## config.mk

```make
export PLATFORM = sky130hd
export DESIGN_NAME = ucg_clock_gen
export DESIGN_NICKNAME = d
export VERILOG_FILES = /design/src/rtl/ucg_pkg.sv /design/src/rtl/ucg_clock_gen.sv
export SDC_FILE = /design/constraint.sdc
export NUM_CORES = 1
export LEC_CHECK = 0
export ABC_AREA = 1
export BUFFER_PORTS_ARGS = -buffer_cell sky130_fd_sc_hd__buf_4
export CELL_PAD_IN_SITES_DETAIL_PLACEMENT = 1
export CELL_PAD_IN_SITES_GLOBAL_PLACEMENT = 1
export CORE_UTILIZATION = 42
export CTS_BUF_LIST = sky130_fd_sc_hd__clkbuf_4
export CTS_CLUSTER_DIAMETER = 80
export DETAILED_ROUTE_END_ITERATION = 12
export PLACE_DENSITY_LB_ADDON = 0.1
export RECOVER_POWER = 25
export SYNTH_ARGS = -nofsm -noshare
export SYNTH_HDL_FRONTEND = slang
export SYNTH_SLANG_ARGS = --single-unit
```

## constraint.sdc

```tcl
create_clock -name clk_i -period 4.5 [get_ports clk_i]
set_input_delay 0.225 -clock clk_i [delete_from_list [all_inputs] [get_ports clk_i]]
set_output_delay 0.225 -clock clk_i [all_outputs]
set_load 0.02 [all_outputs]
```

## src/rtl/ucg_pkg.sv

```systemverilog
// Purpose: shared constants and types of the serial clock generator
// Assumes: 32-bit classic Wishbone register access, one system clock
// Notes: byte addresses, one aligned word per register
package ucg_pkg;

  // ***********************************************************
  // register map
  // ***********************************************************
  localparam logic [7:0] ADR_CTRL_C = 8'h00; // sync select, polarity
  localparam logic [7:0] ADR_CTRL_A = 8'h04; // double speed
  localparam logic [7:0] ADR_DIV_LO = 8'h08; // divisor bits 7:0
  localparam logic [7:0] ADR_DIV_HI = 8'h0C; // divisor bits 11:8
  localparam logic [7:0] ADR_PINDIR = 8'h10; // transfer clock direction
  localparam logic [7:0] ADR_POWER = 8'h14; // power cut
  localparam logic [7:0] ADR_STATUS = 8'h18; // read-only state

  // ***********************************************************
  // field positions
  // ***********************************************************
  localparam int BIT_SYNC = 0; // control_status_c
  localparam int BIT_POL = 1; // control_status_c
  localparam int BIT_DBL = 1; // control_status_a
  localparam int BIT_DIR = 0; // pin direction register
  localparam int BIT_PWR = 0; // power register
  localparam int STAT_MODE_LSB = 0; // status: mode code, 4 bits
  localparam int STAT_RXST_LSB = 8; // status: receiver state, 4 bits
  localparam int STAT_CNT_LSB = 16; // status: down-counter, 12 bits

  // ***********************************************************
  // widths, reset values, division figures
  // ***********************************************************
  localparam int DIV_W = 12;
  localparam logic [11:0] DIV_RST = 12'h000;
  localparam logic RST_SYNC = 1'b0;
  localparam logic RST_POL = 1'b0;
  localparam logic RST_DBL = 1'b0;
  localparam logic RST_DIR = 1'b0;
  localparam logic RST_PWR = 1'b0;
  localparam logic [3:0] LAST_NORMAL = 4'hF; // 16 steps per bit
  localparam logic [3:0] LAST_DOUBLE = 4'h7; // 8 steps per bit
  localparam logic [3:0] LAST_SYNC = 4'h1; // 2 steps per bit
  localparam int CLK_PERIOD_NS = 100; // 10 MHz system clock

  // ***********************************************************
  // types
  // ***********************************************************
  typedef enum logic [3:0] {
    UCG_ASYNC_NORMAL = 4'b0001,
    UCG_ASYNC_DOUBLE = 4'b0010,
    UCG_SYNC_MASTER = 4'b0100,
    UCG_SYNC_SLAVE = 4'b1000
  } ucg_mode_t;

  typedef struct packed {
    logic sync_mode_select;
    logic sync_clock_polarity;
    logic double_speed_bit;
    logic xfer_clock_direction;
    logic power_cut;
    logic [11:0] baud_divisor;
  } ucg_cfg_t;

endpackage : ucg_pkg

```

## src/rtl/ucg_clock_gen.sv

```systemverilog
// Purpose: baud generator and transfer clock handling of a serial unit
// Assumes: classic Wishbone slave, single 10 MHz clock, sync reset
// Notes: all outputs registered; ticks are one-cycle pulses
//
// Overview of operation
// - four clock modes: normal async, double async, sync master, sync slave
// - sync select bit low gives asynchronous, high gives synchronous operation
// - in sync mode pin direction picks master (driven) or slave (sampled)
// - transfer clock pin is only used while synchronous mode is selected
// - down-counter reloads divisor at zero and on divisor low-byte write
// - one baud pulse each time counter hits zero: clock over divisor+1
// - transmitter clock is baud output divided by 2, 8 or 16 by mode
// - receiver takes baud output undivided, state machine of 2, 8 or 16
// - bit rate clock over 16, 8 or 2 times divisor+1
// - divisor is twelve bits, high and low byte registers
// - double speed bit only acts in asynchronous operation
// - double speed gives receiver 8 samples per bit instead of 16
// - slave clock passes synchroniser then edge detector, four clocks from pin to rx tick
// - separate base clocks for transmitter and receiver
// - baud generator feeds async and master modes, pin feeds slave mode
// - sync data sampled on edge opposite change edge, polarity picks which
`timescale 1ns/1ps

module ucg_clock_gen #(
  parameter int DIV_WIDTH = 12 // divisor width
) (
  input wire logic clk_i, // system clock
  input wire logic rst_i, // synchronous reset, active high
  input wire logic wb_cyc_i, // bus cycle
  input wire logic wb_stb_i, // bus strobe
  input wire logic wb_we_i, // write enable
  input wire logic [7:0] wb_adr_i, // byte address
  input wire logic [3:0] wb_sel_i, // byte lanes
  input wire logic [31:0] wb_dat_i, // write data
  output logic [31:0] wb_dat_o, // read data
  output logic wb_ack_o, // acknowledge
  input wire logic xck_i, // transfer clock pin, input side
  output logic xck_o, // transfer clock pin, output side
  output logic xck_oe_o, // transfer clock pin, output enable
  output logic tx_tick_o, // transmitter base clock pulse
  output logic rx_tick_o, // receiver base clock pulse
  output logic rx_sample_o, // sync mode data sample pulse
  output logic [3:0] rx_state_o // receiver recovery state
);

  // ***********************************************************
  // bus decode
  // ***********************************************************
  ucg_pkg::ucg_cfg_t cfg_reg;
  ucg_pkg::ucg_cfg_t cfg_next;
  ucg_pkg::ucg_mode_t mode_reg;
  ucg_pkg::ucg_mode_t mode_next;
  logic [11:0] cnt_reg;
  logic [11:0] cnt_next;
  logic [3:0] txdiv_reg;
  logic [3:0] txdiv_next;
  logic [3:0] rxst_reg;
  logic [3:0] rxst_next;
  logic xck_s1_reg;
  logic xck_s2_reg;
  logic xck_s3_reg;
  logic xrise_reg;
  logic xfall_reg;
  logic ack_reg;

  // a request is answered one cycle after it is seen, once
  wire req = wb_cyc_i && wb_stb_i && !ack_reg;
  wire wr0 = req && wb_we_i && wb_sel_i[0];
  wire wr1 = req && wb_we_i && wb_sel_i[1];
  wire wr_c = wr0 && (wb_adr_i == ucg_pkg::ADR_CTRL_C);
  wire wr_a = wr0 && (wb_adr_i == ucg_pkg::ADR_CTRL_A);
  wire wr_lo = wr0 && (wb_adr_i == ucg_pkg::ADR_DIV_LO);
  wire wr_hi = wr0 && (wb_adr_i == ucg_pkg::ADR_DIV_HI);
  wire wr_dir = wr0 && (wb_adr_i == ucg_pkg::ADR_PINDIR);
  wire wr_pwr = wr0 && (wb_adr_i == ucg_pkg::ADR_POWER);
  wire unused_lane = wr1; // upper lanes carry no fields

  // read mux, unmapped and reserved bits read zero
  wire [31:0] rd_c = {30'h0, cfg_reg.sync_clock_polarity, cfg_reg.sync_mode_select};
  wire [31:0] rd_a = {30'h0, cfg_reg.double_speed_bit, 1'b0};
  wire [31:0] rd_lo = {24'h0, cfg_reg.baud_divisor[7:0]};
  wire [31:0] rd_hi = {28'h0, cfg_reg.baud_divisor[11:8]};
  wire [31:0] rd_dir = {31'h0, cfg_reg.xfer_clock_direction};
  wire [31:0] rd_pwr = {31'h0, cfg_reg.power_cut};
  wire [31:0] rd_st = {4'h0, cnt_reg, 4'h0, rxst_reg, 4'h0, mode_reg};
  wire [31:0] rd_mux =
    (wb_adr_i == ucg_pkg::ADR_CTRL_C) ? rd_c :
    (wb_adr_i == ucg_pkg::ADR_CTRL_A) ? rd_a :
    (wb_adr_i == ucg_pkg::ADR_DIV_LO) ? rd_lo :
    (wb_adr_i == ucg_pkg::ADR_DIV_HI) ? rd_hi :
    (wb_adr_i == ucg_pkg::ADR_PINDIR) ? rd_dir :
    (wb_adr_i == ucg_pkg::ADR_POWER) ? rd_pwr :
    (wb_adr_i == ucg_pkg::ADR_STATUS) ? rd_st : 32'h0000_0000;

  // ***********************************************************
  // configuration registers
  // ***********************************************************
  // divisor stored as twelve bits, high byte keeps only 4 bits
  always_comb begin
    cfg_next = cfg_reg;
    if (wr_c) begin
      cfg_next.sync_mode_select = wb_dat_i[ucg_pkg::BIT_SYNC];
      cfg_next.sync_clock_polarity = wb_dat_i[ucg_pkg::BIT_POL];
    end
    if (wr_a) begin
      cfg_next.double_speed_bit = wb_dat_i[ucg_pkg::BIT_DBL];
    end
    if (wr_lo) begin
      cfg_next.baud_divisor[7:0] = wb_dat_i[7:0];
    end
    if (wr_hi) begin
      cfg_next.baud_divisor[11:8] = wb_dat_i[3:0];
    end
    if (wr_dir) begin
      cfg_next.xfer_clock_direction = wb_dat_i[ucg_pkg::BIT_DIR];
    end
    if (wr_pwr) begin
      cfg_next.power_cut = wb_dat_i[ucg_pkg::BIT_PWR];
    end
  end

  // mode from sync select, pin direction and double speed
  always_comb begin
    if (!cfg_reg.sync_mode_select) begin
      mode_next = cfg_reg.double_speed_bit ? ucg_pkg::UCG_ASYNC_DOUBLE : ucg_pkg::UCG_ASYNC_NORMAL;
    end else if (cfg_reg.xfer_clock_direction) begin
      mode_next = ucg_pkg::UCG_SYNC_MASTER;
    end else begin
      mode_next = ucg_pkg::UCG_SYNC_SLAVE;
    end
  end

  // ***********************************************************
  // baud down-counter
  // ***********************************************************
  // power cut freezes the counter so no pulses leave the unit
  wire run = !cfg_reg.power_cut;
  wire baud_tick = run && (cnt_reg == 12'h000);
  wire [11:0] div_new = {cfg_reg.baud_divisor[11:8], wb_dat_i[7:0]};
  assign cnt_next = wr_lo ? div_new :
                    !run ? cnt_reg :
                    baud_tick ? cfg_reg.baud_divisor :
                    cnt_reg - 12'h001;

  // ***********************************************************
  // transfer clock pin: synchroniser and edge detector
  // ***********************************************************
  // s1 feeds s2 only; the detector compares s2 with s3
  wire is_slave = (mode_reg == ucg_pkg::UCG_SYNC_SLAVE);
  wire is_master = (mode_reg == ucg_pkg::UCG_SYNC_MASTER);
  wire x_rise = xck_s2_reg && !xck_s3_reg;
  wire x_fall = !xck_s2_reg && xck_s3_reg;

  // ***********************************************************
  // edge selection for synchronous modes
  // ***********************************************************
  // master edges come from toggling the pin on each baud pulse
  wire m_rise = is_master && baud_tick && !xck_o;
  wire m_fall = is_master && baud_tick && xck_o;
  wire s_rise = is_slave && xrise_reg && run;
  wire s_fall = is_slave && xfall_reg && run;
  wire any_rise = m_rise || s_rise;
  wire any_fall = m_fall || s_fall;
  // polarity low: change on rising, sample on falling
  wire sync_change = cfg_reg.sync_clock_polarity ? any_fall : any_rise;
  wire sync_sample = cfg_reg.sync_clock_polarity ? any_rise : any_fall;

  // ***********************************************************
  // transmitter divider and receiver state
  // ***********************************************************
  logic [3:0] last_step;
  always_comb begin
    case (mode_reg)
      ucg_pkg::UCG_ASYNC_NORMAL: last_step = ucg_pkg::LAST_NORMAL;
      ucg_pkg::UCG_ASYNC_DOUBLE: last_step = ucg_pkg::LAST_DOUBLE;
      ucg_pkg::UCG_SYNC_MASTER: last_step = ucg_pkg::LAST_SYNC;
      ucg_pkg::UCG_SYNC_SLAVE: last_step = ucg_pkg::LAST_SYNC;
      default: last_step = ucg_pkg::LAST_NORMAL;
    endcase
  end

  // rx base pulse: baud output, or either pin edge in slave mode
  wire rx_base = is_slave ? (s_rise || s_fall) : baud_tick;
  wire async_tx = !mode_reg[2] && !mode_reg[3] && baud_tick && (txdiv_reg == last_step);
  wire tx_base = async_tx || sync_change;
  assign txdiv_next = (!baud_tick || is_slave) ? txdiv_reg :
                      (txdiv_reg >= last_step) ? 4'h0 : txdiv_reg + 4'h1;
  assign rxst_next = !rx_base ? rxst_reg :
                     (rxst_reg >= last_step) ? 4'h0 : rxst_reg + 4'h1;

  // ***********************************************************
  // registers
  // ***********************************************************
  // reset state: counter zero, normal async, double speed off
  always_ff @(posedge clk_i) begin
    if (rst_i) begin
      cfg_reg <= '{ucg_pkg::RST_SYNC, ucg_pkg::RST_POL, ucg_pkg::RST_DBL,
                   ucg_pkg::RST_DIR, ucg_pkg::RST_PWR, ucg_pkg::DIV_RST};
      mode_reg <= ucg_pkg::UCG_ASYNC_NORMAL;
      cnt_reg <= ucg_pkg::DIV_RST;
      txdiv_reg <= 4'h0;
      rxst_reg <= 4'h0;
    end else begin
      cfg_reg <= cfg_next;
      mode_reg <= mode_next;
      cnt_reg <= cnt_next;
      txdiv_reg <= txdiv_next;
      rxst_reg <= rxst_next;
    end
  end

  // pin sampling chain, two flops before any reader
  always_ff @(posedge clk_i) begin
    if (rst_i) begin
      xck_s1_reg <= 1'b0;
      xck_s2_reg <= 1'b0;
      xck_s3_reg <= 1'b0;
      xrise_reg <= 1'b0;
      xfall_reg <= 1'b0;
    end else begin
      xck_s1_reg <= xck_i;
      xck_s2_reg <= xck_s1_reg;
      xck_s3_reg <= xck_s2_reg;
      xrise_reg <= x_rise;
      xfall_reg <= x_fall;
    end
  end

  // outputs; pin is released outside synchronous master mode
  always_ff @(posedge clk_i) begin
    if (rst_i) begin
      xck_o <= 1'b0;
      xck_oe_o <= 1'b0;
      tx_tick_o <= 1'b0;
      rx_tick_o <= 1'b0;
      rx_sample_o <= 1'b0;
      rx_state_o <= 4'h0;
      wb_ack_o <= 1'b0;
      ack_reg <= 1'b0;
      wb_dat_o <= 32'h0000_0000;
    end else begin
      xck_o <= is_master ? (xck_o ^ baud_tick) : cfg_reg.sync_clock_polarity;
      xck_oe_o <= is_master;
      tx_tick_o <= tx_base;
      rx_tick_o <= rx_base;
      rx_sample_o <= sync_sample;
      rx_state_o <= rxst_next;
      wb_ack_o <= req;
      ack_reg <= req;
      wb_dat_o <= req ? rd_mux : 32'h0000_0000;
    end
  end

  // ***********************************************************
  // checks
  // ***********************************************************
  baud_reload_a: assert property (@(posedge clk_i) disable iff (rst_i)
    (baud_tick && !wr_lo) |=> (cnt_reg == $past(cfg_reg.baud_divisor)))
    else $error("counter did not reload at zero");
  low_write_reload_a: assert property (@(posedge clk_i) disable iff (rst_i)
    wr_lo |=> (cnt_reg == cfg_reg.baud_divisor))
    else $error("low byte write did not reload counter");
  count_down_a: assert property (@(posedge clk_i) disable iff (rst_i)
    (run && !baud_tick && !wr_lo) |=> (cnt_reg == $past(cnt_reg) - 12'h001))
    else $error("counter did not step down");
  tx_from_baud_a: assert property (@(posedge clk_i) disable iff (rst_i)
    (tx_tick_o && !$past(is_slave)) |-> $past(baud_tick))
    else $error("tx pulse without baud pulse");
  rx_undivided_a: assert property (@(posedge clk_i) disable iff (rst_i)
    !is_slave |=> (rx_tick_o == $past(baud_tick)))
    else $error("rx base not the baud output");
  double_wrap_a: assert property (@(posedge clk_i) disable iff (rst_i)
    (mode_reg == ucg_pkg::UCG_ASYNC_DOUBLE && rx_base && rxst_reg == 4'h7) |=> (rxst_reg == 4'h0))
    else $error("double speed state did not wrap at 8");
  slave_edge_a: assert property (@(posedge clk_i) disable iff (rst_i)
    (xck_s2_reg && !xck_s3_reg) |=> xrise_reg)
    else $error("slave edge not detected");
  pin_release_a: assert property (@(posedge clk_i) disable iff (rst_i)
    1'b1 |=> (xck_oe_o == $past(is_master)))
    else $error("pin driven outside master mode");
  reset_state_a: assert property (@(posedge clk_i) disable iff (rst_i)
    $fell(rst_i) |-> (cnt_reg == 12'h000 && mode_reg == ucg_pkg::UCG_ASYNC_NORMAL))
    else $error("bad state after reset");

  // ***********************************************************
  // mode and pin checks
  // ***********************************************************
  // mode lags config by one cycle, so check against the config seen
  async_select_a: assert property (@(posedge clk_i) disable iff (rst_i)
    !cfg_reg.sync_mode_select |=> (!mode_reg[2] && !mode_reg[3]))
    else $error("async select gave a sync mode");
  master_select_a: assert property (@(posedge clk_i) disable iff (rst_i)
    (cfg_reg.sync_mode_select && cfg_reg.xfer_clock_direction) |=> (mode_reg == ucg_pkg::UCG_SYNC_MASTER))
    else $error("driven pin did not give master mode");
  slave_select_a: assert property (@(posedge clk_i) disable iff (rst_i)
    (cfg_reg.sync_mode_select && !cfg_reg.xfer_clock_direction) |=> (mode_reg == ucg_pkg::UCG_SYNC_SLAVE))
    else $error("sampled pin did not give slave mode");
  double_ignored_a: assert property (@(posedge clk_i) disable iff (rst_i)
    cfg_reg.sync_mode_select |=> (mode_reg != ucg_pkg::UCG_ASYNC_DOUBLE))
    else $error("double speed acted in sync mode");
  pin_idle_level_a: assert property (@(posedge clk_i) disable iff (rst_i)
    !is_master |=> (xck_o == $past(cfg_reg.sync_clock_polarity)))
    else $error("pin output not at idle level");
  master_toggle_a: assert property (@(posedge clk_i) disable iff (rst_i)
    (is_master && baud_tick) |=> (xck_o != $past(xck_o)))
    else $error("master clock did not toggle");

  // ***********************************************************
  // counter, tick and state checks
  // ***********************************************************
  // power cut must hold the counter, else ticks leak while cut
  power_freeze_a: assert property (@(posedge clk_i) disable iff (rst_i)
    (!run && !wr_lo) |=> (cnt_reg == $past(cnt_reg)))
    else $error("counter moved while power cut");
  cut_no_tick_a: assert property (@(posedge clk_i) disable iff (rst_i)
    !run |=> !rx_tick_o)
    else $error("rx tick while power cut");
  async_no_sample_a: assert property (@(posedge clk_i) disable iff (rst_i)
    (!is_master && !is_slave) |=> !rx_sample_o)
    else $error("sample pulse in async mode");
  master_change_a: assert property (@(posedge clk_i) disable iff (rst_i)
    (is_master && baud_tick && !xck_o && !cfg_reg.sync_clock_polarity) |=> tx_tick_o)
    else $error("no tx pulse on master change edge");
  master_sample_a: assert property (@(posedge clk_i) disable iff (rst_i)
    (is_master && baud_tick && xck_o && !cfg_reg.sync_clock_polarity) |=> rx_sample_o)
    else $error("no sample on opposite edge");
  normal_wrap_a: assert property (@(posedge clk_i) disable iff (rst_i)
    (mode_reg == ucg_pkg::UCG_ASYNC_NORMAL && rx_base && rxst_reg == 4'hF) |=> (rxst_reg == 4'h0))
    else $error("normal state did not wrap at 16");
  sync_wrap_a: assert property (@(posedge clk_i) disable iff (rst_i)
    ((is_master || is_slave) && rx_base && rxst_reg >= 4'h1) |=> (rxst_reg == 4'h0))
    else $error("sync state did not wrap at 2");
  slave_tick_a: assert property (@(posedge clk_i) disable iff (rst_i)
    (is_slave && run && (xrise_reg || xfall_reg)) |=> rx_tick_o)
    else $error("pin edge gave no rx tick");
  sync_chain_a: assert property (@(posedge clk_i) disable iff (rst_i)
    1'b1 |=> (xck_s2_reg == $past(xck_s1_reg)))
    else $error("synchroniser stage skipped");

  // bus answer: one-cycle ack, data zero when no ack
  ack_pulse_a: assert property (@(posedge clk_i) disable iff (rst_i)
    wb_ack_o |=> !wb_ack_o)
    else $error("ack longer than one cycle");
  idle_data_a: assert property (@(posedge clk_i) disable iff (rst_i)
    !wb_ack_o |-> (wb_dat_o == 32'h0000_0000))
    else $error("read data without ack");

endmodule : ucg_clock_gen

```

==> Word-level counts from Yosys, hierarchy flattened <==
Index checks and enable logic that the tools add are counted.
{ "op_classes": {"reduce_logical": 42, "add_sub_neg": 3, "n_bitwise": 3, "eq_ne": 11, "n_lt_le_gt_ge": 2, "n_mux": 20} }
{ "op_table": {"columns": ["operator", "count"], "rows": [
  ["$mux W12", 3],
  ["$mux W8", 4],
  ["$eq A8 B5 Y1 const B", 3],
  ["$logic_and A1 B1 Y1", 23],
  ["$mux W4", 5],
  ["$eq A8 B4 Y1 const B", 2],
  ["$logic_not A12 Y1", 1],
  ["$sub A12 B1 Y12 const B", 1],
  ["$reduce_or A9 Y1", 1],
  ["$add A4 B1 Y4 const B", 2],
  ["$eq A8 B3 Y1 const B", 1],
  ["$ge A4 B4 Y1", 2],
  ["$logic_not A1 Y1", 8],
  ["$logic_not A8 Y1", 1],
  ["$pmux W4 S2", 1],
  ["$mux W2", 3],
  ["$logic_or A1 B1 Y1", 5],
  ["$eq A4 B2 Y1 const B", 1],
  ["$eq A4 B3 Y1 const B", 1],
  ["$eq A4 B4 Y1", 1],
  ["$eq A4 B4 Y1 const B", 1],
  ["$mux W1", 4],
  ["$reduce_or A2 Y1", 2],
  ["$reduce_or A4 Y1", 1],
  ["3 further kinds", 4]
]} }
{ "word_totals": {"output_inout_bits": 42, "reg_bits": 76, "wordCells": 106} }

==> Depth between registers and ports, before layout <==
Gate-level depths: netlist of run 1.
{ "depth": {"depth_word": 8, "depth_mapped": 14, "ltp_nobuf": 14} }

==> Least setup slack after synthesis of run 1 <==
Ideal clock, no wire load.
{ "synth_timing": {"path_type": "register to register", "from": "reg mode_reg[1]", "to": "reg txdiv_reg[1]", "setup_time_ns": 0.072, "path_slack_ns": 2.812, "arrival_ns": 1.616, "stages_incl_launch_ff": 11, "path_buffers": 0, "required_ns": 4.428, "path_cell_list": "dfxtp_1 > nor2_4 > nand3_2 > nand2_1 > ha_1 > nand2_1 > inv_1 > or2_2 > nand4_1 > nand3b_1 > a21oi_1"} }
{ "synth_via": {"elab_chain_len": 5, "word_cells_on_any_way": 8} }
{ "synth_rtl": {"columns": ["element", "line", "source"], "rows": [
  ["from (decl)", "ucg_clock_gen.sv:51", "ucg_pkg::ucg_mode_t mode_reg;"],
  ["from (signal assigned)", "ucg_clock_gen.sv:199", "mode_reg <= ucg_pkg::UCG_ASYNC_NORMAL;"],
  ["from (signal assigned)", "ucg_clock_gen.sv:205", "mode_reg <= mode_next;"],
  ["$eq A4 B4 Y1 or $eq A4 B3 Y1 (tied branches)", "ucg_clock_gen.sv:149, ucg_clock_gen.sv:173", null],
  ["$reduce_or A2 Y1 (no line)", null, null],
  ["$pmux W4 S2", "ucg_clock_gen.sv:173", "case (mode_reg)"],
  ["$ge A4 B4 Y1", "ucg_clock_gen.sv:187", "(txdiv_reg >= last_step) ? 4'h0 : txdiv_reg + 4'h1;"],
  ["$mux W4", "ucg_clock_gen.sv:187", null],
  ["to (signal assigned)", "ucg_clock_gen.sv:207", "txdiv_reg <= txdiv_next;"],
  ["to (decl)", "ucg_clock_gen.sv:55", "logic [3:0] txdiv_reg;"]
]} }
Parallel ways exist; a longest one is shown, timed or not.
A chain may end at the register's enable or synchronous reset.

==> flow_summary.toml, run 1 <==
[run_status]
status = "finished, violations left"
violations = "max-capacitance violations, max-slew violations"

[cells_and_area]
final_nets = 633
syn_to_final_growth_pct = 14.36
antenna_cells = 0
final_cells = 688
drive_gt1_share_pct = 18.62
largest_reg_flops = 24

[drt]
vias = 3509
routed_wirelength_mm = 10.31
drt_iter0_markers = 98
drtPass1Iterations = 4
drcViolationCount = 0
antenna_left = 0
wire_per_inst_um = 14.98
vias_per_cell = 5.100

[global_routing]
grt_pass1_vias = 3711
grt_antenna_before_repair = 0
grt_start_max_net_pins = 30
track_usage_pct = 23.32
met1_usage_pct = 28.48
grt_pass1_wl_mm = 17.79
use_met2_pct = 41.66
busiest_layer = "met2"
use_met3_pct = 3.035
overflow = 0

[yosys]
syn_area_mm2 = 0.003772
synth_area_per_cell_um2 = 7.283
ys.flop_type = "dfxtp_1"
yosysSeqAreaShare_pct = 40.33
synth_cell_types = 37
synthCells = 518
yosys_warnings = 0
synth_edf_count = 0
ys_seq_elements = 76
async_flop_share_pct = 0

[die]
start_util_pct = 43.26
io_pins = 92
die_h_um = 96.77
dieWidth_um = 96.77
core_mm2 = 0.008721
row_count = 34
dieArea_mm2 = 0.009364

[critical_path]
max_stage_delay_ns = 1.18
critPathCaptureType = "register"
cp_num_buf_inv = 2
path_max_fanout = 29
critical_path_required_ns = 4.83
crit-reg2reg-launch = "mode_reg[2]"
cp_top_family = "buffers and inverters"
cp_cell_sequence = "clkbuf_1 > inv_1 > nand2_2 > o21ai_2 > nand2_1 > nor2_1"
path_class = "in2reg"
crit_start = "rst_i"
critPathArrivalTime_ns = 2.83
regToRegSetupSlack_ns = 2.35
cp_slowest_cell = "clkbuf_1"
crit_path_start_kind = "primary input"

[sta]
hold_viol_final = 0
min_period_ns = 2.499
skew_ns = 0.01948
max_slew_margin_pct = -12.29
finalSetupViolCount = 0
fmax_mhz = 400.1
slew_viol_final = 30
rsz0062_at_grt = "false"
fin_tns_setup_ns = 0
finalCritPeriodShare_pct = 55.54
holdWs_ns = 0.02850
worst_pin_slew_ns = 1.684

[clocking]
path_clk_slew_ns = 0.14
htree_num_levels = 3
clock_latency_ns = 0.43
cts-root-buf = "clkbuf_4"
ctsResizeCount = 0
numClockSinks = 76
post_cts_buffers = 0
clock_path_buffers = 2
ctsHoldBuffers = 1
cts_buffers = 9
cts_tree = "built"

[worst_hold_path]
hold_start = "wb_dat_i[2]"
hold_class = "in2reg"

[pwr]
p_leak_nw = 1.927
p_per_area_mw_per_mm2 = 465.5
irDropWorstVdd_v = 0.0002784

[placed_design]
dp_cells = 671
place_congestion = 0.8622
dpl.hpwl_mm = 7.741
portBuffers = 56

[flow_run]
cap_violations = 1
where the power goes:
group	switching, mW	leakage [nW]	internal [mW]
clock network	0.254	0.0826	0.231
registers	0.0606	0.616	0.729
logic	0.479	1.23	0.255
total	0.793	1.93	1.22
final timing paths:
check / to / cells after the start
worst max-delay path: rx_state_o[1] / 6
worst min-delay path: cfg_reg[10] / 3
worst max register to register: rx_state_o[2] / 14
worst min register to register: xrise_reg / 1
cells in the mapped netlist (2+ instances only):
| master | n | share of area, % |
|---|---|---|
| nand2_1 | 105 | 10 |
| dfxtp_1 | 76 | 40 |
| inv_1 | 70 | 7.0 |
| nor2_1 | 64 | 6.4 |
| nand3_1 | 32 | 4.2 |
| a21oi_1 | 30 | 4.0 |
| o21ai_0 | 25 | 3.3 |
| nor2_2 | 13 | 2.2 |
| nand4_1 | 12 | 2.0 |
| nand3_2 | 9 | 2.4 |
| buf_4 | 8 | 1.6 |
| ha_1 | 8 | 2.7 |
| nand2_2 | 8 | 1.3 |
| a21oi_2 | 6 | 1.4 |
| inv_2 | 6 | 0.60 |
| o21ai_1 | 6 | 0.80 |
| nor3_1 | 5 | 0.66 |
| nor2_4 | 4 | 1.2 |
| buf_2 | 3 | 0.40 |
| buf_6 | 3 | 0.90 |
| o211ai_1 | 3 | 0.60 |
| a31oi_1 | 2 | 0.33 |
| clkbuf_1 | 2 | 0.20 |
| nand2_4 | 2 | 0.60 |
| nand2_8 | 2 | 1.1 |
| nand3b_1 | 2 | 0.40 |
| o21ai_2 | 2 | 0.46 |
logic make-up after synthesis:
| kind of cell | after synthesis | share of synthesized area, % |
|---|---|---|
| compound gates | 75 | 11.08 |
| fa+ha+maj | 8 | 2.654 |
| buf+inv | 96 | 11.61 |
| flops | 76 | 40.33 |
| xor+xnor | 1 | 0.2322 |
| other cells | 1 | 0.09941 |
| simple gates | 261 | 34.00 |
through the flow:
step | power (mW) | util (%) | instance area (um^2) | worst slack, ns
floorplan | 1.344 | - | 3799 | 2.812
global placement | 1.499 | 48.32 | 4214 | 2.561
detailed placement | 1.531 | 48.32 | 4214 | 2.462
CTS | 2.025 | 50.32 | 4388 | 2.437
global route | 2.139 | 49.47 | 4314 | 1.813
finish | 2.008 | 49.47 | 4314 | 2.001
worst register-to-register path: stages (launching register included):
cell	delay, ns
dfxtp_1	0.42
inv_1	0.09
nor2_1	0.09
nand2_1	0.19
nand2_1	0.23
ha_1	0.26
a21oi_1	0.20
nand2_1	0.07
nand2_1	0.07
o21ai_0	0.08
nand2_1	0.07
nand2_1	0.05
nand2_1	0.07
nand2_1	0.09
nor2_1	0.12
placed cells by master, fill, tap and decap left out, types with 2 or more instances in the layout:
master      instances
a21oi_1            30
a21oi_2             6
a31oi_1             2
buf_4              38
bufinv_16           2
clkbuf_1           17
clkbuf_4           11
clkinv_4            2
clkinvlp_4          2
conb_1              8
dfxtp_1            76
ha_1                8
inv_1              70
inv_2               6
nand2_1           106
nand2_2             7
nand2_4             2
nand2_8             2
nand3_1            33
nand3_2             8
nand3b_1            2
nand4_1            12
nor2_1             65
nor2_2             12
nor2_4              4
nor3_1              5
o211ai_1            3
o21ai_0            25
o21ai_1             6
o21ai_2             2
per-layer routing:
metal	vias to the layer above	share of wire, %	routed length, um
li1	1741	-	-
met1	1700	45	4623
met2	50	50	5184
met3	18	2.5	258
met4	0	2.3	242
met5	-	0	0
final cells by class:
| class | count | area (um^2) |
|---|---|---|
| Clock buffer | 10 | 75.07 |
| Multi-Input combinational cell | 353 | 1829 |
| Tap cell | 108 | 135.1 |
| Inverter | 78 | 297.8 |
| Sequential cell | 76 | 1521 |
| Timing Repair Buffer | 57 | 366.6 |
| Clock inverter | 6 | 88.84 |
| Fill cell | 1163 | 4407 |
(Power assumes the default switching activity.)
==> inputs of run 2 (changes only) <==
- CORE_UTILIZATION: 42 -> 39
- clock period: 4.5 -> 2.3 ns (I/O delays scaled with it)
==> run 2 against run 1 <==
Against the previous run: the run still ends with max-capacitance violations, max-slew violations left; flip-flop and latch count is the same; global-route usage is 0.94 points lower; wire length grew 0.58%; worst setup slack lost 1.7 ns; hold slack lost 0.0072 ns; sequential power is 96% higher; clock power increased by 99%; critical path depth grew 8; clock skew about the same; largest power group unchanged; highest routed layer unchanged.
==> flow_summary.toml, run 2 (synthesized netlist as in run 1, its figures left out) <==
[global_routing]
overflow = 0
met1_usage_pct = 26.97
use_met2_pct = 40.41
grt_pass1_wl_mm = 17.42
grt_pass1_vias = 3629
busiest_layer = "met2"
use_met3_pct = 3.134
grt_antenna_before_repair = 0
grt_start_max_net_pins = 28
track_usage_pct = 22.38

[clocking]
cts_buffers = 9
htree_num_levels = 3
numClockSinks = 76
path_clk_slew_ns = 0.13
cts-root-buf = "clkbuf_4"
clock_path_buffers = 2
clock_latency_ns = 0.45
cts_tree = "built"

[placed_design]
portBuffers = 56
place_congestion = 0.8986
dpl.hpwl_mm = 7.680

[drt]
wire_per_inst_um = 14.40
antenna_left = 0
drt_iter0_markers = 83
vias = 3463
drcViolationCount = 0
vias_per_cell = 4.810
drtPass1Iterations = 4
routed_wirelength_mm = 10.37

[die]
die_h_um = 100.4
start_util_pct = 40.63
io_pins = 92
core_mm2 = 0.009284
row_count = 35
dieWidth_um = 100.4
dieArea_mm2 = 0.01007

[critical_path]
critPathCaptureType = "register"
path_class = "reg2reg"
timing.rr.end = "rx_state_o[2]"
reg2reg_depth = 14
crit-reg2reg-launch = "mode_reg[2]"
path_max_fanout = 7
regToRegSetupSlack_ns = 0.29
crit_path_start_kind = "register"
critical_path_required_ns = 2.70
critPathArrivalTime_ns = 2.40
crit_start = "mode_reg[2]"
crit_end = "rx_state_o[2]"

[sta]
hold_viol_final = 0
rsz0062_at_grt = "false"
skew_ns = 0.01970
min_period_ns = 2.005
worst_pin_slew_ns = 1.636
finalSetupViolCount = 0
holdWs_ns = 0.02132
fin_tns_setup_ns = 0
max_slew_margin_pct = -9.045
fmax_mhz = 498.7
finalCritPeriodShare_pct = 87.19
slew_viol_final = 28

[cells_and_area]
nFillCells = 1240
antenna_cells = 0
final_nets = 644
largest_reg_flops = 24
drive_gt1_share_pct = 18.44
final_common_cell = "nand2_1"
syn_to_final_growth_pct = 17.71
final_cell_mix = "104 x nand2_1, 76 x dfxtp_1, 70 x inv_1"
fin_util_pct = 47.83

[worst_hold_path]
hold_class = "in2reg"

[pwr]
irDropWorstVdd_v = 0.0004815
p_per_area_mw_per_mm2 = 886.7
p_leak_nw = 1.960

[run_status]
violations = "max-capacitance violations, max-slew violations"
status = "finished, violations left"

[flow_run]
cap_violations = 1
run 2: cell types whose count changed in the layout (fill, tap and decap cells not counted), sizes merged:
cell	change
clkbuf	+3
buf	-1
dlygate4sd3	+9
run 2: repair_timing:
item | CTS | global route
hold endpoints to repair | 18 | 0
gates resized for setup | 0 | 1
hold buffers | 10 | 0
setup endpoints to repair | 0 | 3
buffers inserted | 0 | 0
run 2: how the worst min path moves through the flow:
| stage | slack (ns) | endpoint | cells past startpoint | from |
|---|---|---|---|---|
| after floorplan | 0.20 | ack_reg | 1 | rst_i |
| after global placement | 0.33 | xck_s1_reg | 3 | xck_i |
| after detailed placement | 0.32 | xck_s1_reg | 3 | xck_i |
| after CTS | 0.00006 | ack_reg | 3 | wb_cyc_i |
| after global routing | 0.04 | ack_reg | 3 | wb_stb_i |
| final | 0.02 | cfg_reg[13] | 4 | wb_adr_i[2] |
run 2: final cells by class:
| class | instances | area, um^2 | area share [%] |
|---|---|---|---|
| Clock buffer | 10 | 75.07 | 1.691 |
| Inverter | 78 | 297.8 | 6.706 |
| Timing Repair Buffer | 68 | 456.7 | 10.28 |
| Tap cell | 129 | 161.4 | 3.635 |
| Multi-Input combinational cell | 353 | 1839 | 41.42 |
| Clock inverter | 6 | 88.84 | 2.001 |
| Sequential cell | 76 | 1521 | 34.26 |
run 2: per-stage QoR:
step           instance area (um^2)  instances  setup slack (ns)  total power, mW
6_report                       4441        720            0.2946            3.937
4_1_cts                        4519        720            0.2295            3.965
2_1_floorplan                  3799        525            0.6121            2.629
3_3_place_gp                   4255        694            0.4232            2.949
5_1_grt                        4441        720           0.04259            4.206
3_5_place_dp                   4255        694            0.2279            2.992
run 2: per-layer routing:
layer	routed length, um	part of all wire, %	up-vias
li1	-	-	1770
met1	4699	45	1644
met2	5267	51	34
met3	211	2.0	15
met4	188	1.8	0
met5	0	0	-
run 2: worst max-delay path, cell delays in order (launching register included):
cell     delay, ns
dfxtp_1       0.40
inv_1         0.08
nor2_1        0.12
nand2_2       0.14
nand2_2       0.16
ha_1          0.24
a21oi_1       0.19
nand2_1       0.09
nand2_1       0.08
o21ai_0       0.08
nand2_1       0.07
nand2_1       0.05
nand2_1       0.07
nand2_1       0.08
nor2_1        0.13
run 2: where the power goes:
group	internal [mW]	switching, mW
Combinational	0.519	0.906
Sequential	1.43	0.120
Clock	0.452	0.514
Total	2.40	1.54
==> inputs of run 3 (changes only) <==
- ABC_AREA: 1 -> 0
- CORE_UTILIZATION: 39 -> 41
==> run 3 against run 2 <==
Against the previous run: the flow now finishes without violations; fmax shrank 9.0%; clock skew shrank 0.011 ns; sequential power grew 6%; via count shrank 9.4%; register-to-register slack lost 0.20 ns; synthesized cell count shrank 24%; sequential share of layout area grew 0.58 points; first-iteration DRC count shrank 4.8%; clock power shrank 7.8%; power grew 1.3%.
==> flow_summary.toml, run 3 <==
[run_status]
status = "finished, final reports clean"

[sta]
slew_viol_final = 0
max_slew_margin_pct = 61.44
postLayoutSetupSlackWorst_ns = 0.09646
min_period_ns = 2.204
fmax_mhz = 453.8
skew_ns = 0.008352
finalSetupViolCount = 0
worst_pin_slew_ns = 0.5704
finalCritPeriodShare_pct = 95.81
hold_viol_final = 0
holdWs_ns = 0.05079

[global_routing]
grt_antenna_before_repair = 0
grt_pass1_vias = 3027
grt_start_max_net_pins = 42
track_usage_pct = 22.37
grt_pass1_wl_mm = 15.51
overflow = 0

[yosys]
ys_top_cells_by_area = "dfxtp_1 42%, mux2i_1 6.4%, and2_1 4.0%"
ys.flop_type = "dfxtp_1"
synth_edf_count = 0
synth.most_common_cell = "dfxtp_1"
synth_cell_types = 65
netlist.area_leader.share_pct = 42.11
synth_area_per_cell_um2 = 9.125
synth_common_cells = "76 x dfxtp_1, 33 x nor2_1, 29 x nand2_1"
synthCells = 396
yosys_warnings = 0
yosysSeqAreaShare_pct = 42.11
yosys.area.top_type = "dfxtp_1"
async_flop_share_pct = 0
ys_seq_elements = 76
syn_area_mm2 = 0.003613

[critical_path]
timing.rr.end = "txdiv_reg[2]"
critPathCaptureType = "register"
path_class = "reg2reg"
critPathArrivalTime_ns = 2.54
crit_path_start_kind = "register"
path_max_fanout = 7
reg2reg_depth = 10
crit-reg2reg-launch = "mode_reg[2]"
critical_path_required_ns = 2.64
regToRegSetupSlack_ns = 0.1

[pwr]
p_leak_nw = 1.884
irDropWorstVdd_v = 0.0004253
p_per_area_mw_per_mm2 = 911.3
p_comb_share_pct = 36.6
intPower_mw = 2.583
p_sw_mw = 1.406
clockPowerShare_pct = 22.3
switching_share_pct = 35.25
seqPwrFrac_pct = 41.1

[clocking]
clock_path_buffers = 2
cts_buffers = 9
numClockSinks = 76
cts_tree = "built"
path_clk_slew_ns = 0.12
htree_num_levels = 3
clock_latency_ns = 0.41
cts-root-buf = "clkbuf_4"

[die]
io_pins = 92
core_mm2 = 0.008382
row_count = 33
dieWidth_um = 95.88
die_h_um = 95.88
start_util_pct = 43.11
dieArea_mm2 = 0.009193

[cells_and_area]
final_area_mm2 = 0.004378
syn_to_final_growth_pct = 21.16
drive_gt1_share_pct = 21.64
final_nets = 529
largest_reg_flops = 24
antenna_cells = 0
multi_input_area_mm2 = 0.001889
final_common_cell = "dfxtp_1"
final_cell_mix = "73 x dfxtp_1, 63 x buf_4, 33 x nor2_1"
fin_util_pct = 52.23
nFillCells = 989
seq_area_mm2 = 0.001525

[drt]
routed_wirelength_mm = 9.459
drt_iter0_markers = 79
vias = 3139
vias_per_cell = 5.403
antenna_left = 0
drcViolationCount = 0
wire_per_inst_um = 16.28
drtPass1Iterations = 4

[placed_design]
portBuffers = 56
dpl_cell_area_mm2 = 0.004135
post-place-ws_ns = -0.03025
place_congestion = 0.7781
dpl.hpwl_mm = 6.834

[flow_run]
cap_violations = 0

[worst_hold_path]
min_path_cells = 3
whs_endpoint = "wb_dat_o[3]"
hold_class = "in2reg"
hold_start = "wb_adr_i[2]"
run 3: how the worst max path moves through the flow:
stage / start / end / slack (ns)
CTS: mode_reg[2] / txdiv_reg[2] / 0.002
global route: mode_reg[3] / rx_state_o[2] / -0.03
floorplan: mode_reg[2] / rx_state_o[2] / 0.06
detailed placement: mode_reg[3] / txdiv_reg[2] / -0.03
global placement: mode_reg[3] / rx_state_o[3] / 0.06
finish: mode_reg[2] / txdiv_reg[2] / 0.1
run 3: timing repair:
| item | in CTS | in global routing |
|---|---|---|
| setup buffers | 0 | 3 |
| endpoints found under the hold margin | 22 | 0 |
| hold buffers | 9 | 0 |
| resized for setup | 1 | 10 |
| setup endpoints to repair | 7 | 8 |
| pin swaps | 0 | 10 |
run 3: through the flow:
step	std cells	power [mW]	TNS (ns)
final	581	3.990	0
after global routing	581	4.268	-0.1225
after CTS	578	4.025	0
after detailed placement	553	3.109	-0.05295
after global placement	553	3.050	0
after floorplan	403	2.689	0
run 3: area by class of cell:
type	count	area share (%)
Inverter	11	0.9431
Tap cell	105	3.001
Sequential cell	76	34.84
Timing Repair Buffer	90	14.66
Multi-Input combinational cell	283	43.16
Clock buffer	9	1.543
Clock inverter	7	1.858
run 3: routing by layer:
metal  share of wire (%)  track usage [%]  vias to the layer above
li1                    -                -                     1548
met1                  47            30.38                     1519
met2                  48            36.13                       64
met3                 3.3            4.186                        8
met4                 1.1            6.343                        0
met5                   0                0                        -
run 3: cells by family (layout without fill, tap and decap cells):
logic type | after synthesis | count (layout) | share of synthesized area [%]
buffers and inverters | 44 | 117 | 7.445
AOI/OAI and AO/OA | 73 | 73 | 14.06
xor gates and xnor gates | 4 | 4 | 0.9697
DFF | 76 | 76 | 42.11
and+or+nand+nor | 163 | 163 | 24.93
adders and majority gates | 8 | 8 | 2.770
other | 1 | 8 | 0.1038
muxes | 27 | 27 | 7.618
run 3: worst max-delay path: stages (launching register included):
cell      delay [ns]
dfxtp_2         0.37
buf_6           0.13
xor2_1          0.15
o21ai_0         0.10
nor2_1          0.20
ha_1            0.29
and4b_1         0.21
nor4_2          0.24
buf_4           0.18
nand4b_1        0.10
a31oi_1         0.15
run 3: power groups by stage:
stage	Clock (mW)	Combinational, mW	Sequential, mW
finish	0.891	1.46	1.64
global route	0.984	1.62	1.66
CTS	0.927	1.47	1.63
floorplan	0	1.06	1.63
detailed placement	0	1.45	1.66
global placement	0	1.39	1.66
